==> config.mk <==
export PLATFORM = sky130hd
export DESIGN_NAME = aphi_top
export DESIGN_NICKNAME = d
export VERILOG_FILES = /design/src/verilog/aphi_pkg.sv /design/src/verilog/aphi_sync.sv /design/src/verilog/aphi_mem.sv /design/src/verilog/aphi_top.sv
export VERILOG_INCLUDE_DIRS = /design/src /design/src/verilog
export SDC_FILE = /design/constraint.sdc
export NUM_CORES = 1
export LEC_CHECK = 0
export ABC_AREA = 1
export BUFFER_PORTS_ARGS = -buffer_cell sky130_fd_sc_hd__buf_4
export CAP_MARGIN = 5
export CORE_MARGIN = 5
export CORE_UTILIZATION = 57
export DETAILED_ROUTE_END_ITERATION = 7
export PLACE_DENSITY = 0.76
export SETUP_SLACK_MARGIN = 0.3
export SLEW_MARGIN = 20
export SYNTH_ARGS = -nofsm -noshare
export SYNTH_HDL_FRONTEND = slang
export SYNTH_HIERARCHICAL = 1
export SYNTH_SLANG_ARGS = --single-unit
==> constraint.sdc <==
create_clock -name clock -period 2.52 [get_ports clock]
set_input_delay 0.126 -clock clock [delete_from_list [all_inputs] [get_ports clock]]
set_output_delay 0.126 -clock clock [all_outputs]
set_load 0.005 [all_outputs]
==> src/verilog/aphi_defs.svh <==
// aphi_defs.svh: offsets, field positions and reset values of the host port
// assumes: included by bare name from aphi_top
`ifndef APHI_DEFS_SVH
`define APHI_DEFS_SVH

// host-side control registers, picked by the two upper data lines
`define APHI_HOST_CR0      2'h0
`define APHI_HOST_CR1      2'h1
`define APHI_CR_W          10
`define APHI_CR0_RESET     10'h000
`define APHI_CR1_RESET     10'h000

// control register 0 fields
`define APHI_CR0_EXTREF    2

// control register 1 fields
`define APHI_CR1_WRONLY    0
`define APHI_CR1_AVHIGH    1
`define APHI_CR1_AVPULSE   2
`define APHI_CR1_CONTMODE  3
`define APHI_CR1_TRIG_LO   4
`define APHI_CR1_TRIG_HI   7

// software register offsets
`define APHI_SW_STATUS     8'h00
`define APHI_SW_MASK       8'h04
`define APHI_SW_CR0        8'h08
`define APHI_SW_CR1        8'h0C
`define APHI_SW_LEVEL      8'h10

// status bits
`define APHI_ST_W          4
`define APHI_ST_OVERFLOW   0
`define APHI_ST_UNDERFLOW  1
`define APHI_ST_READY      2
`define APHI_ST_EARLYRD    3
`define APHI_MASK_RESET    4'h0

`endif

==> src/verilog/aphi_pkg.sv <==
// aphi_pkg: types shared by the host port modules
// assumes: aphi_defs.svh is on the include path
package aphi_pkg;

	// host access sequencer, gray along idle-read and idle-write
	typedef enum logic [1:0] {
		ST_IDLE  = 2'b00,
		ST_READ  = 2'b01,
		ST_WRITE = 2'b10
	} aphi_bus_e;

	// host pins as sampled, one bundle through the synchroniser
	typedef struct packed {
		logic        convN;
		logic        rdN;
		logic        wrN;
		logic        selHigh;
		logic        selLowN;
		logic [11:0] data;
	} aphi_pins_s;

	// software register request
	typedef struct packed {
		logic        wr;
		logic        rd;
		logic [7:0]  addr;
		logic [15:0] wdata;
	} aphi_swreq_s;

endpackage : aphi_pkg

==> src/verilog/aphi_sync.sv <==
// aphi_sync: three-stage pin synchroniser with agreement filter
// assumes: pins are asynchronous to clock; one clock domain
`timescale 1ns/100ps
`default_nettype none

module aphi_sync #(
	parameter int WIDTH = 17
) (
	// system
	input  wire logic             clock,
	input  wire logic             rstn,
	input  wire logic             ce,
	// pins and filtered result
	input  wire logic [WIDTH-1:0] pinIn,
	output logic      [WIDTH-1:0] pinOut
);

	logic [WIDTH-1:0] s1_q;
	logic [WIDTH-1:0] s2_q;
	logic [WIDTH-1:0] s3_q;
	logic [WIDTH-1:0] agree;

	// first stage feeds only the second stage; all stages start at the
	// idle-high pin level, so no false falling edge follows reset
	always_ff @(posedge clock) begin
		if (!rstn) begin
			s1_q <= '1;
			s2_q <= '1;
			s3_q <= '1;
		end else if (ce) begin
			s1_q <= pinIn;
			s2_q <= s1_q;
			s3_q <= s2_q;
		end
	end

	assign agree = ~(s2_q ^ s3_q);

	// a bit changes only once two stages agree, which hides one-cycle glitches
	always_ff @(posedge clock) begin
		if (!rstn) begin
			pinOut <= '1;
		end else if (ce) begin
			pinOut <= (pinOut & ~agree) | (s3_q & agree);
		end
	end

endmodule : aphi_sync

`default_nettype wire

==> src/verilog/aphi_mem.sv <==
// aphi_mem: result store with one write and one registered read port
// assumes: caller keeps pointers in range and never reads an empty slot
`timescale 1ns/100ps
`default_nettype none

module aphi_mem #(
	parameter int WIDTH = 12,
	parameter int DEPTH = 16,
	parameter int AW    = 4
) (
	// system
	input  wire logic             clock,
	input  wire logic             rstn,
	input  wire logic             ce,
	// write port
	input  wire logic             we,
	input  wire logic [AW-1:0]    waddr,
	input  wire logic [WIDTH-1:0] wdata,
	// read port
	input  wire logic             re,
	input  wire logic [AW-1:0]    raddr,
	output logic      [WIDTH-1:0] rdata
);

	logic [WIDTH-1:0] store [DEPTH];

	// array holds no reset, so it maps onto plain ram cells
	always_ff @(posedge clock) begin
		if (ce && we) begin
			store[waddr] <= wdata;
		end
	end

	// read data stand in a register until the next read
	always_ff @(posedge clock) begin
		if (!rstn) begin
			rdata <= '0;
		end else if (ce && re) begin
			rdata <= store[raddr];
		end
	end

endmodule : aphi_mem

`default_nettype wire

==> src/verilog/aphi_top.sv <==
// aphi_top: processor-side parallel port of a sampling converter
// assumes: converter logic on clock delivers results; software on a plain port
`timescale 1ns/100ps
`default_nettype none

`include "aphi_defs.svh"

module aphi_top
	import aphi_pkg::*;
#(
	parameter int DATA_W = 12,
	parameter int DEPTH  = 16,
	parameter int AW     = 4
) (
	// system
	input  wire logic              clock,
	input  wire logic              rstn,
	input  wire logic              ce,
	// host pins
	input  wire logic [DATA_W-1:0] hostDataBusIn,
	output logic      [DATA_W-1:0] hostDataBusOut,
	output logic                   hostDataBusOe,
	input  wire logic              selectActiveLowN,
	input  wire logic              selectActiveHigh,
	input  wire logic              writeStrobeN,
	input  wire logic              readStrobeN,
	input  wire logic              conversionStartN,
	output logic                   resultReadyFlag,
	// converter side
	input  wire logic              resultValid,
	input  wire logic [DATA_W-1:0] resultData,
	output logic                   convStartPulse,
	output logic                   convClockTick,
	output logic                   continuousMode,
	output logic                   extRefSelect,
	// software register port
	input  wire logic              swWr,
	input  wire logic              swRd,
	input  wire logic [7:0]        swAddr,
	input  wire logic [15:0]       swWdata,
	output logic      [15:0]       swRdata,
	// interrupt
	output logic                   irq
);

	// true when a software access hits the given offset
	function automatic logic swHit(input logic strobe, input logic [7:0] addr,
	                               input logic [7:0] off);
		swHit = strobe && (addr == off);
	endfunction : swHit

	aphi_pins_s            pinRaw;
	aphi_pins_s            pin;
	aphi_swreq_s           sw;
	aphi_bus_e             state_q;
	aphi_bus_e             state_d;
	logic [`APHI_CR_W-1:0] cr0_q;
	logic [`APHI_CR_W-1:0] cr1_q;
	logic                  cfgValid_q;
	logic [DATA_W-1:0]     wrData_q;
	logic [AW-1:0]         wrPtr_q;
	logic [AW-1:0]         rdPtr_q;
	logic [AW:0]           count_q;
	logic [DATA_W-1:0]     memRdata;
	logic                  selected;
	logic                  wantWrite;
	logic                  wantRead;
	logic                  earlyCond;
	logic                  earlyCond_q;
	logic                  commit;
	logic                  readStart;
	logic                  push;
	logic                  pop;
	logic                  full;
	logic                  empty;
	logic [AW:0]           thresh;
	logic                  avCond;
	logic                  avCond_q;
	logic                  avActive;
	logic                  convPrev_q;
	logic [`APHI_ST_W-1:0] status_q;
	logic [`APHI_ST_W-1:0] mask_q;
	logic [`APHI_ST_W-1:0] events;

	assign sw = '{wr: swWr, rd: swRd, addr: swAddr, wdata: swWdata};

	// all host pins go through the same filter so their skew stays aligned
	assign pinRaw = '{convN: conversionStartN, rdN: readStrobeN, wrN: writeStrobeN,
	                  selHigh: selectActiveHigh, selLowN: selectActiveLowN,
	                  data: hostDataBusIn};

	aphi_sync #(
		.WIDTH ($bits(aphi_pins_s))
	) u_sync (
		.clock  (clock),
		.rstn   (rstn),
		.ce     (ce),
		.pinIn  (pinRaw),
		.pinOut (pin)
	);

	// access qualification
	assign selected  = pin.selHigh && !pin.selLowN;
	// write pin low means write in both strobe settings, so the first
	// write is understood before the setting is known
	assign wantWrite = selected && !pin.wrN;
	// read needs a known setting; the read strobe counts only in strobe mode
	assign wantRead  = selected && cfgValid_q && pin.wrN &&
	                   (cr1_q[`APHI_CR1_WRONLY] ? !pin.rdN : 1'b1);
	assign earlyCond = selected && !cfgValid_q && pin.wrN && !pin.rdN;

	// host access sequencer
	always_comb begin
		state_d = state_q;
		case (state_q)
			ST_IDLE: begin
				if (wantWrite) begin
					state_d = ST_WRITE;
				end else if (wantRead) begin
					state_d = ST_READ;
				end
			end
			ST_WRITE: begin
				if (!wantWrite) begin
					state_d = ST_IDLE;
				end
			end
			ST_READ: begin
				if (!wantRead) begin
					state_d = ST_IDLE;
				end
			end
			default: begin
				state_d = ST_IDLE;
			end
		endcase
	end

	always_ff @(posedge clock) begin
		if (!rstn) begin
			state_q <= ST_IDLE;
		end else if (ce) begin
			state_q <= state_d;
		end
	end

	// commit on the trailing edge, when the host data are surely settled
	assign commit    = (state_q == ST_WRITE) && !wantWrite;
	assign readStart = (state_q == ST_IDLE) && !wantWrite && wantRead;

	// write data follow the bus for the whole write
	always_ff @(posedge clock) begin
		if (!rstn) begin
			wrData_q <= '0;
		end else if (ce && wantWrite) begin
			wrData_q <= pin.data;
		end
	end

	// control registers, chosen by the two upper data lines
	// codes two and three are dropped, yet still count as the first write
	always_ff @(posedge clock) begin
		if (!rstn) begin
			cr0_q <= `APHI_CR0_RESET;
			cr1_q <= `APHI_CR1_RESET;
		end else if (ce && commit) begin
			case (wrData_q[DATA_W-1 -: 2])
				`APHI_HOST_CR0: cr0_q <= wrData_q[`APHI_CR_W-1:0];
				`APHI_HOST_CR1: cr1_q <= wrData_q[`APHI_CR_W-1:0];
				default: begin
				end
			endcase
		end
	end

	// any finished write makes the strobe setting known
	always_ff @(posedge clock) begin
		if (!rstn) begin
			cfgValid_q <= 1'b0;
		end else if (ce && commit) begin
			cfgValid_q <= 1'b1;
		end
	end

	// result store pointers and fill count; a result that meets a full
	// store is dropped and only logged, since the converter cannot be
	// held off, so software has to watch the overflow bit
	assign full  = (count_q == (AW+1)'(DEPTH));
	assign empty = (count_q == '0);
	assign push  = resultValid && !full;
	assign pop   = readStart && !empty;

	always_ff @(posedge clock) begin
		if (!rstn) begin
			wrPtr_q <= '0;
			rdPtr_q <= '0;
			count_q <= '0;
		end else if (ce) begin
			if (push) begin
				wrPtr_q <= wrPtr_q + 1'b1;
			end
			if (pop) begin
				rdPtr_q <= rdPtr_q + 1'b1;
			end
			case ({push, pop})
				2'b10:   count_q <= count_q + 1'b1;
				2'b01:   count_q <= count_q - 1'b1;
				default: count_q <= count_q;
			endcase
		end
	end

	aphi_mem #(
		.WIDTH (DATA_W),
		.DEPTH (DEPTH),
		.AW    (AW)
	) u_mem (
		.clock (clock),
		.rstn  (rstn),
		.ce    (ce),
		.we    (push),
		.waddr (wrPtr_q),
		.wdata (resultData),
		.re    (pop),
		.raddr (rdPtr_q),
		.rdata (memRdata)
	);

	// bus drive: the registered word, lsb on line 0, only while reading
	// an empty-store read still drives the last word and logs an underflow
	assign hostDataBusOut = memRdata;
	assign hostDataBusOe  = (state_q == ST_READ);

	// threshold of zero is taken as one so the flag can never stick on
	assign thresh = (cr1_q[`APHI_CR1_TRIG_HI:`APHI_CR1_TRIG_LO] == 4'h0) ?
	                (AW+1)'(1) :
	                (AW+1)'(cr1_q[`APHI_CR1_TRIG_HI:`APHI_CR1_TRIG_LO]);
	assign avCond   = (count_q >= thresh);
	assign avActive = cr1_q[`APHI_CR1_AVPULSE] ? (avCond && !avCond_q) : avCond;

	// data-available flag drawn from a flop at the selected polarity
	always_ff @(posedge clock) begin
		if (!rstn) begin
			avCond_q        <= 1'b0;
			resultReadyFlag <= 1'b1;
		end else if (ce) begin
			avCond_q        <= avCond;
			resultReadyFlag <= cr1_q[`APHI_CR1_AVHIGH] ? avActive : !avActive;
		end
	end

	// conversion start or conversion clock, from the same pin
	// the mode bit is read as it stood before the edge, so a mode write
	// and a pin edge in one cycle act under the old mode
	always_ff @(posedge clock) begin
		if (!rstn) begin
			convPrev_q     <= 1'b1;
			convStartPulse <= 1'b0;
			convClockTick  <= 1'b0;
		end else if (ce) begin
			convPrev_q     <= pin.convN;
			convStartPulse <= !continuousMode && convPrev_q && !pin.convN;
			convClockTick  <= continuousMode && !convPrev_q && pin.convN;
		end
	end

	// converter configuration straight from the control registers
	assign continuousMode = cr1_q[`APHI_CR1_CONTMODE];
	assign extRefSelect   = cr0_q[`APHI_CR0_EXTREF];

	// events: lost result, read of an empty store, flag rise, read before setup
	always_comb begin
		events = '0;
		events[`APHI_ST_OVERFLOW]  = resultValid && full;
		events[`APHI_ST_UNDERFLOW] = readStart && empty;
		events[`APHI_ST_READY]     = avCond && !avCond_q;
		events[`APHI_ST_EARLYRD]   = earlyCond && !earlyCond_q;
	end

	// sticky status, write one to clear; a new event beats the clear
	always_ff @(posedge clock) begin
		if (!rstn) begin
			status_q    <= '0;
			earlyCond_q <= 1'b0;
		end else if (ce) begin
			earlyCond_q <= earlyCond;
			if (swHit(sw.wr, sw.addr, `APHI_SW_STATUS)) begin
				status_q <= (status_q & ~sw.wdata[`APHI_ST_W-1:0]) | events;
			end else begin
				status_q <= status_q | events;
			end
		end
	end

	// interrupt mask
	always_ff @(posedge clock) begin
		if (!rstn) begin
			mask_q <= `APHI_MASK_RESET;
		end else if (ce && swHit(sw.wr, sw.addr, `APHI_SW_MASK)) begin
			mask_q <= sw.wdata[`APHI_ST_W-1:0];
		end
	end

	assign irq = |(status_q & mask_q);

	// software read data stand one cycle after the strobe, zero otherwise
	always_ff @(posedge clock) begin
		if (!rstn) begin
			swRdata <= '0;
		end else if (ce) begin
			swRdata <= '0;
			if (swHit(sw.rd, sw.addr, `APHI_SW_STATUS)) begin
				swRdata <= 16'(status_q);
			end else if (swHit(sw.rd, sw.addr, `APHI_SW_MASK)) begin
				swRdata <= 16'(mask_q);
			end else if (swHit(sw.rd, sw.addr, `APHI_SW_CR0)) begin
				swRdata <= 16'(cr0_q);
			end else if (swHit(sw.rd, sw.addr, `APHI_SW_CR1)) begin
				swRdata <= 16'(cr1_q);
			end else if (swHit(sw.rd, sw.addr, `APHI_SW_LEVEL)) begin
				swRdata <= 16'({cfgValid_q, state_q, count_q});
			end
		end
	end

endmodule : aphi_top

`default_nettype wire

==> results.toml, run 1 <==
[critical_path]
r2r_end = "count_q[4]"
crit_path_start_kind = "flip-flop"
critPathLaunch = "count_q[3]"
crit_required_ns = 2.96
crit_family = "simple AND/OR/NAND/NOR gates"
r2r-start = "count_q[3]"
crit_fanout = 5
crit_path_max_incr_delay_ns = 0.37
cpMaxStageDelayCell = "dfxtp_1"
cp_cell_sequence = "nor2_1 -> nand3_2 -> nor2_2 -> inv_1 -> nand2_2 -> ha_4 -> xor2_2 -> ha_1 -> a21o_1 -> nand3_1 -> nand2_1 -> xor2_1 -> nand2_1 -> a21oi_1"
r2r_setup_slack_ns = 0.34
crit_type = "flip-flop to flip-flop"
worst-path-buf-inv = 1
cp.arrival_ns = 2.62
crit_top_cell = "nand2_1"
rr_worst_depth = 14
cp-end-kind = "flip-flop"

[global_routing]
grt_max_degree = 101
grt_pass1_vias = 11100
grt_usage_pct = 23.2
grt_pass1_wl_mm = 54.6
antenna_found_initial = 0
grt_overflow = 0

[die]
dieArea_sq_um = 28800
fp.dieH_microns = 170
core_area_sq_um = 25200
chipWidth_microns = 170
io_pins = 94
rows = 58
initial_core_util_pct = 57.8

[layout]
diodes = 0
nets = 1778
area_growth_pct = 15.9
final_cell_mix = "nand2_1, nand3_1, edfxtp_1, dfxtp_1, inv_1"
utilization_pct = 67.0
layout_commonest_cell = "nand2_1"
drive_above_1_share_pct = 10.9
fin_area_sq_um = 16900
n_fill_cell = 1929
final_cells = 2067

[power]
total_power_mw = 11.6
switching_share_pct = 21.2
pwr-share-comb_pct = 4.6
p_sw_mw = 2.46
p_leak_nw = 7.17
power_density_nw_per_um2 = 690
ir_worst_vdd_v = 0.000520
power_frac_clock_pct = 43.3
internal-power_mw = 9.17
seq_power_share_pct = 52.1

[clock_network]
numClockSinks = 344
tritoncts = "built"
clk_latency_ns = 0.51
cts.path.max_buffers = 3
clkTransAtPathRegs_ns = 0.06
cts_buffers = 36
htreeDepth = 2
clock-root-buffer = "clkbuf_16"

[routing]
drt-pass1-iter-count = 8
drc = 0
routedWlPerCell_microns = 16.4
drt-total-wl_mm = 33.8
viasPerCell = 5.47
drtAntennaViolNets = 0
vias = 11300
dr.first_iter.drc_count = 994

[sta]
hold_violations = 0
tightestPinTransition_ns = 1.09
fmax_mhz = 459
hold_slack_ns = 0.0515
fin_crit_sh_pct = 86.4
setup_tns_ns = 0
slew_violations = 0
period_minus_slack_ns = 2.18
setup_viol = 0
slew_headroom_pct = 27.0
grt_setup_unrepaired = "yes"
clock-skew-final_ns = 0.00848
setup_ws_ns = 0.343

[synthesis]
synth_flop_cell = "edfxtp_1"
synthAdderAreaFrac_pct = 0.859
synth_cell_types = 40
synthSimpleGateAreaFrac_pct = 25.1
synthMuxAreaShare_pct = 0
synthCells = 1608
synth-seq-cells = 344
synth_top_family_by_area = "simple AND/OR/NAND/NOR gates"
yosys_warnings = 6
synth-seq-area-share_pct = 60.5
synth-compound-area-share_pct = 5.59
syn_area_sq_um = 14600
synthArstFlopShare_pct = 0
synthXorXnorAreaFrac_pct = 0.481
synth_edf_count = 192
syn_avg_cell_area_sq_um = 9.05

[placed_design]
dp.cells = 1965
placed_cell_area_sq_um = 15300
portBuffers = 75
pre_cts_ws_ns = 0.120
gp_congestion = 0.886
hpwl_mm = 20.6

[min_path]
hold_path_depth = 3
min_to = "u_sync/s2_q[11]"
hp-class = "input port to flip-flop"
hold_start = "ce"

[job]
cap_violations = 0

[status]
status = "finished, final reports clean"
[state kept, by name, indices dropped and copies added, names as in the netlist, named ones only]
register,flops
avCond_q,1
cfgValid_q,1
convClockTick,1
convPrev_q,1
convStartPulse,1
count_q,5
cr0_q,10
cr1_q,10
earlyCond_q,1
mask_q,4
rdPtr_q,4
resultReadyFlag,1
state_q,2
status_q,4
swRdata,10
u_mem/rdata,12
u_mem/store,192
u_sync/s1_q,17
u_sync/s2_q,17
u_sync/s3_q,17
wrData_q,12
wrPtr_q,4
[per-layer routing]
layer / routed length, microns / global-route usage, % / vias up / share of wire, %
met5: 0 / 0 / - / 0
met3: 2070 / 2.95 / 81 / 6.1
met2: 17200 / 41.7 / 406 / 51
met1: 13600 / 28.9 / 5322 / 40
met4: 1010 / 7.98 / 0 / 3.0
li1: - / - / 5491 / -
[final cells by class]
class / count / area, sq um / share of cell area (%)
flip-flops and latches: 344 / 8810 / 52.2
multi-input cells: 1035 / 4760 / 28.2
repair buffers: 145 / 1210 / 7.18
clock buffers: 52 / 992 / 5.88
inverters: 147 / 554 / 3.29
well taps: 330 / 413 / 2.45
clock inverters: 14 / 126 / 0.749
[worst register-to-register path: cells and delay by family (launching register included)]
kind                     cells  cell delay [ns]
flip-flops                   1             0.37
AO/OA/AOI/OAI                2             0.22
XOR/XNOR                     2             0.32
buffers and inverters        1             0.08
adder cells (fa/ha/maj)      2             0.35
AND/OR/NAND/NOR              7             0.78
[cells in the mapped netlist (3+ instances only)]
library cell,number,area share [%]
o21ai_0,46,1.6
nand2_1,502,13
buf_1,6,0.15
nand4_1,4,0.17
o211ai_1,15,0.77
ha_1,10,0.86
edfxtp_1,192,40
clkbuf_1,19,0.49
inv_1,142,3.7
a21oi_1,58,2.0
buf_6,13,1.0
nor3_1,3,0.10
xor2_1,6,0.36
buf_2,29,1.0
inv_2,3,0.077
a211oi_1,4,0.21
nor2_1,103,2.7
dfxtp_1,152,21
o22ai_1,3,0.13
buf_4,19,0.98
nand3_1,250,8.6
o211ai_2,6,0.52
[kinds of logic after synthesis]
| logic type | count (synthesis) |
|---|---|
| xor gates and xnor gates | 8 |
| buffers and inverters | 234 |
| and+or+nand+nor | 871 |
| adders and majority gates | 10 |
| AOI/OAI and AO/OA | 140 |
| DFF | 344 |
| other | 1 |
[worst max-delay path by stage]
stage,cells after the start,slack (ns),end
after floorplan,13,0.34,count_q[4]
after global placement,13,0.20,count_q[4]
after detailed placement,13,0.12,count_q[4]
after CTS,13,0.30,count_q[4]
after global routing,14,0.16,count_q[4]
final,14,0.34,count_q[4]
[power by group through the flow]
stage	Combinational, mW	Clock, mW	Sequential [mW]
after floorplan	0.313	0	6.17
after global placement	0.459	0	6.18
after detailed placement	0.480	0	6.18
after CTS	0.528	5.11	6.06
after global routing	0.604	5.35	6.07
final	0.536	5.04	6.06
[what timing repair did]
action | in CTS | in global routing
hold endpoints to repair | 230 | 0
hold buffers | 34 | 0
pin swaps | 1 | 3
setup buffers | 1 | 1
resized for setup | 6 | 13
endpoints found under the setup margin | 3 | 14
No activity file was read; power rests on OpenSTA's default activity.
==> inputs of run 2 (changes only) <==
--- a/config.mk
+++ b/config.mk
@@ -9,6 +9,7 @@
 export ABC_AREA = 1
 export BUFFER_PORTS_ARGS = -buffer_cell sky130_fd_sc_hd__buf_4
 export CAP_MARGIN = 5
+export CORE_ASPECT_RATIO = 0.5
 export CORE_MARGIN = 5
 export CORE_UTILIZATION = 57
 export DETAILED_ROUTE_END_ITERATION = 7
==> results.toml, run 2 (synthesized netlist as in run 1, its figures left out) <==
[global_routing]
grt_usage_pct = 23.1
grt_max_degree = 112
grt_pass1_wl_mm = 54.4
antenna_found_initial = 0
grt_pass1_vias = 10600
grt_overflow = 0

[critical_path]
cp_cell_sequence = "nor2_2 -> nand2_2 -> nor3_4 -> ha_4 -> xor2_2 -> ha_1 -> a21o_1 -> nand3_1 -> nand2_1 -> xor2_1 -> nand2_1 -> a21oi_1"
r2r_end = "count_q[4]"
crit_fanout = 5
crit_required_ns = 3.01
cp.arrival_ns = 2.58
cp-end-kind = "flip-flop"
crit_type = "flip-flop to flip-flop"
crit_path_max_incr_delay_ns = 0.36
crit_top_cell = "nand2_1"
crit_path_start_kind = "flip-flop"
rr_worst_depth = 12
cpMaxStageDelayCell = "dfxtp_1"
r2r-start = "state_q[0]"
r2r_setup_slack_ns = 0.43

[routing]
viasPerCell = 5.43
drt-total-wl_mm = 34.1
drtAntennaViolNets = 0
drt-pass1-iter-count = 5
dr.first_iter.drc_count = 1068
vias = 11300
routedWlPerCell_microns = 16.4
drc = 0

[sta]
fin_crit_sh_pct = 82.8
setup_viol = 0
setup_tns_ns = 0
setup_ws_ns = 0.433
slew_headroom_pct = 30.3
hold_violations = 0
hold_slack_ns = 0.0264
fmax_mhz = 479
grt_setup_unrepaired = "yes"
tightestPinTransition_ns = 1.04
clock-skew-final_ns = 0.0178
slew_violations = 0
period_minus_slack_ns = 2.09

[placed_design]
pre_cts_ws_ns = 0.0536
placed_cell_area_sq_um = 15400
dp.cells = 1984
gp_congestion = 0.883
hpwl_mm = 20.9
portBuffers = 75

[status]
status = "finished, final reports clean"

[clock_network]
clkTransAtPathRegs_ns = 0.07
cts_buffers = 30
htreeDepth = 1
cts.path.max_buffers = 3
tritoncts = "built"
clock-root-buffer = "clkbuf_16"
clk_latency_ns = 0.57
numClockSinks = 344

[min_path]
hold_path_depth = 5
min_to = "mask_q[0]"
hp-class = "input port to flip-flop"
hold_start = "swWr"

[layout]
n_fill_cell = 1915
nets = 1777
layout_commonest_cell = "nand2_1"
final_cells = 2076
final_cell_mix = "nand2_1, nand3_1, edfxtp_1, dfxtp_1, inv_1"
largest_register = "u_mem/store"
fin_area_sq_um = 16900
largest_reg_flops = 192
diodes = 0
utilization_pct = 67.1
drive_above_1_share_pct = 11.8
area_growth_pct = 16.0

[die]
initial_core_util_pct = 57.8
core_area_sq_um = 25200
dieArea_sq_um = 29000
rows = 41
io_pins = 94
fp.dieH_microns = 123
chipWidth_microns = 236

[power]
total_power_mw = 11.5
power_density_nw_per_um2 = 680
p_leak_nw = 7.19
ir_worst_vdd_v = 0.000473

[job]
cap_violations = 0
==> run 2: changes by cell type in the layout (fill, tap and decap cells not counted), sizes merged <==
cell / delta
clkbuf: -4
dlygate4sd3: +1
buf: +4
clkinv: -5
inv: -2
bufinv: +1
==> run 2: critical path, delay by kind of cell (launching register included) <==
family / cells / cell delay (ns)
AOI/OAI and AO/OA: 2 / 0.22
xor gates and xnor gates: 2 / 0.30
adders and majority gates: 2 / 0.37
DFF: 1 / 0.36
and+or+nand+nor: 6 / 0.75
==> run 2: cell type report <==
type / count / area [sq um] / area share [%]
clock inverters: 8 / 134 / 0.793
flip-flops and latches: 344 / 8820 / 52.2
clock buffers: 48 / 938 / 5.56
repair buffers: 150 / 1250 / 7.41
inverters: 147 / 554 / 3.28
multi-input cells: 1035 / 4760 / 28.2
well taps: 344 / 430 / 2.55
==> run 2: report_power, final <==
group / internal [mW] / total [mW] / switching [mW]
clock network: 2.86 / 4.89 / 2.02
registers: 6.01 / 6.05 / 0.0452
logic: 0.202 / 0.551 / 0.348
total: 9.07 / 11.5 / 2.42
==> run 2: worst max-delay path by stage <==
stage,startpoint,end,cells past startpoint
6_report,state_q[0],count_q[4],12
5_1_grt,flip-flop,count_q[4],14
4_1_cts,flip-flop,count_q[4],14
3_5_place_dp,flip-flop,count_q[4],13
3_3_place_gp,flip-flop,count_q[4],13
2_1_floorplan,flip-flop,count_q[4],13
==> run 2: per-layer routing <==
layer / vias up / routed length (microns) / GRT usage (%)
li1: 5489 / - / -
met1: 5323 / 15000 / 31.5
met2: 402 / 16100 / 38.6
met5: - / 0 / 0
met4: 0 / 754 / 6.16
met3: 55 / 2310 / 4.37
==> run 2: what timing repair did <==
item	in CTS	in global routing
hold buffers	35	0
pin swaps	3	4
cloned	0	0
setup buffers	1	0
endpoints found under the hold margin	237	0
endpoints found under the setup margin	5	77
resized for setup	8	17
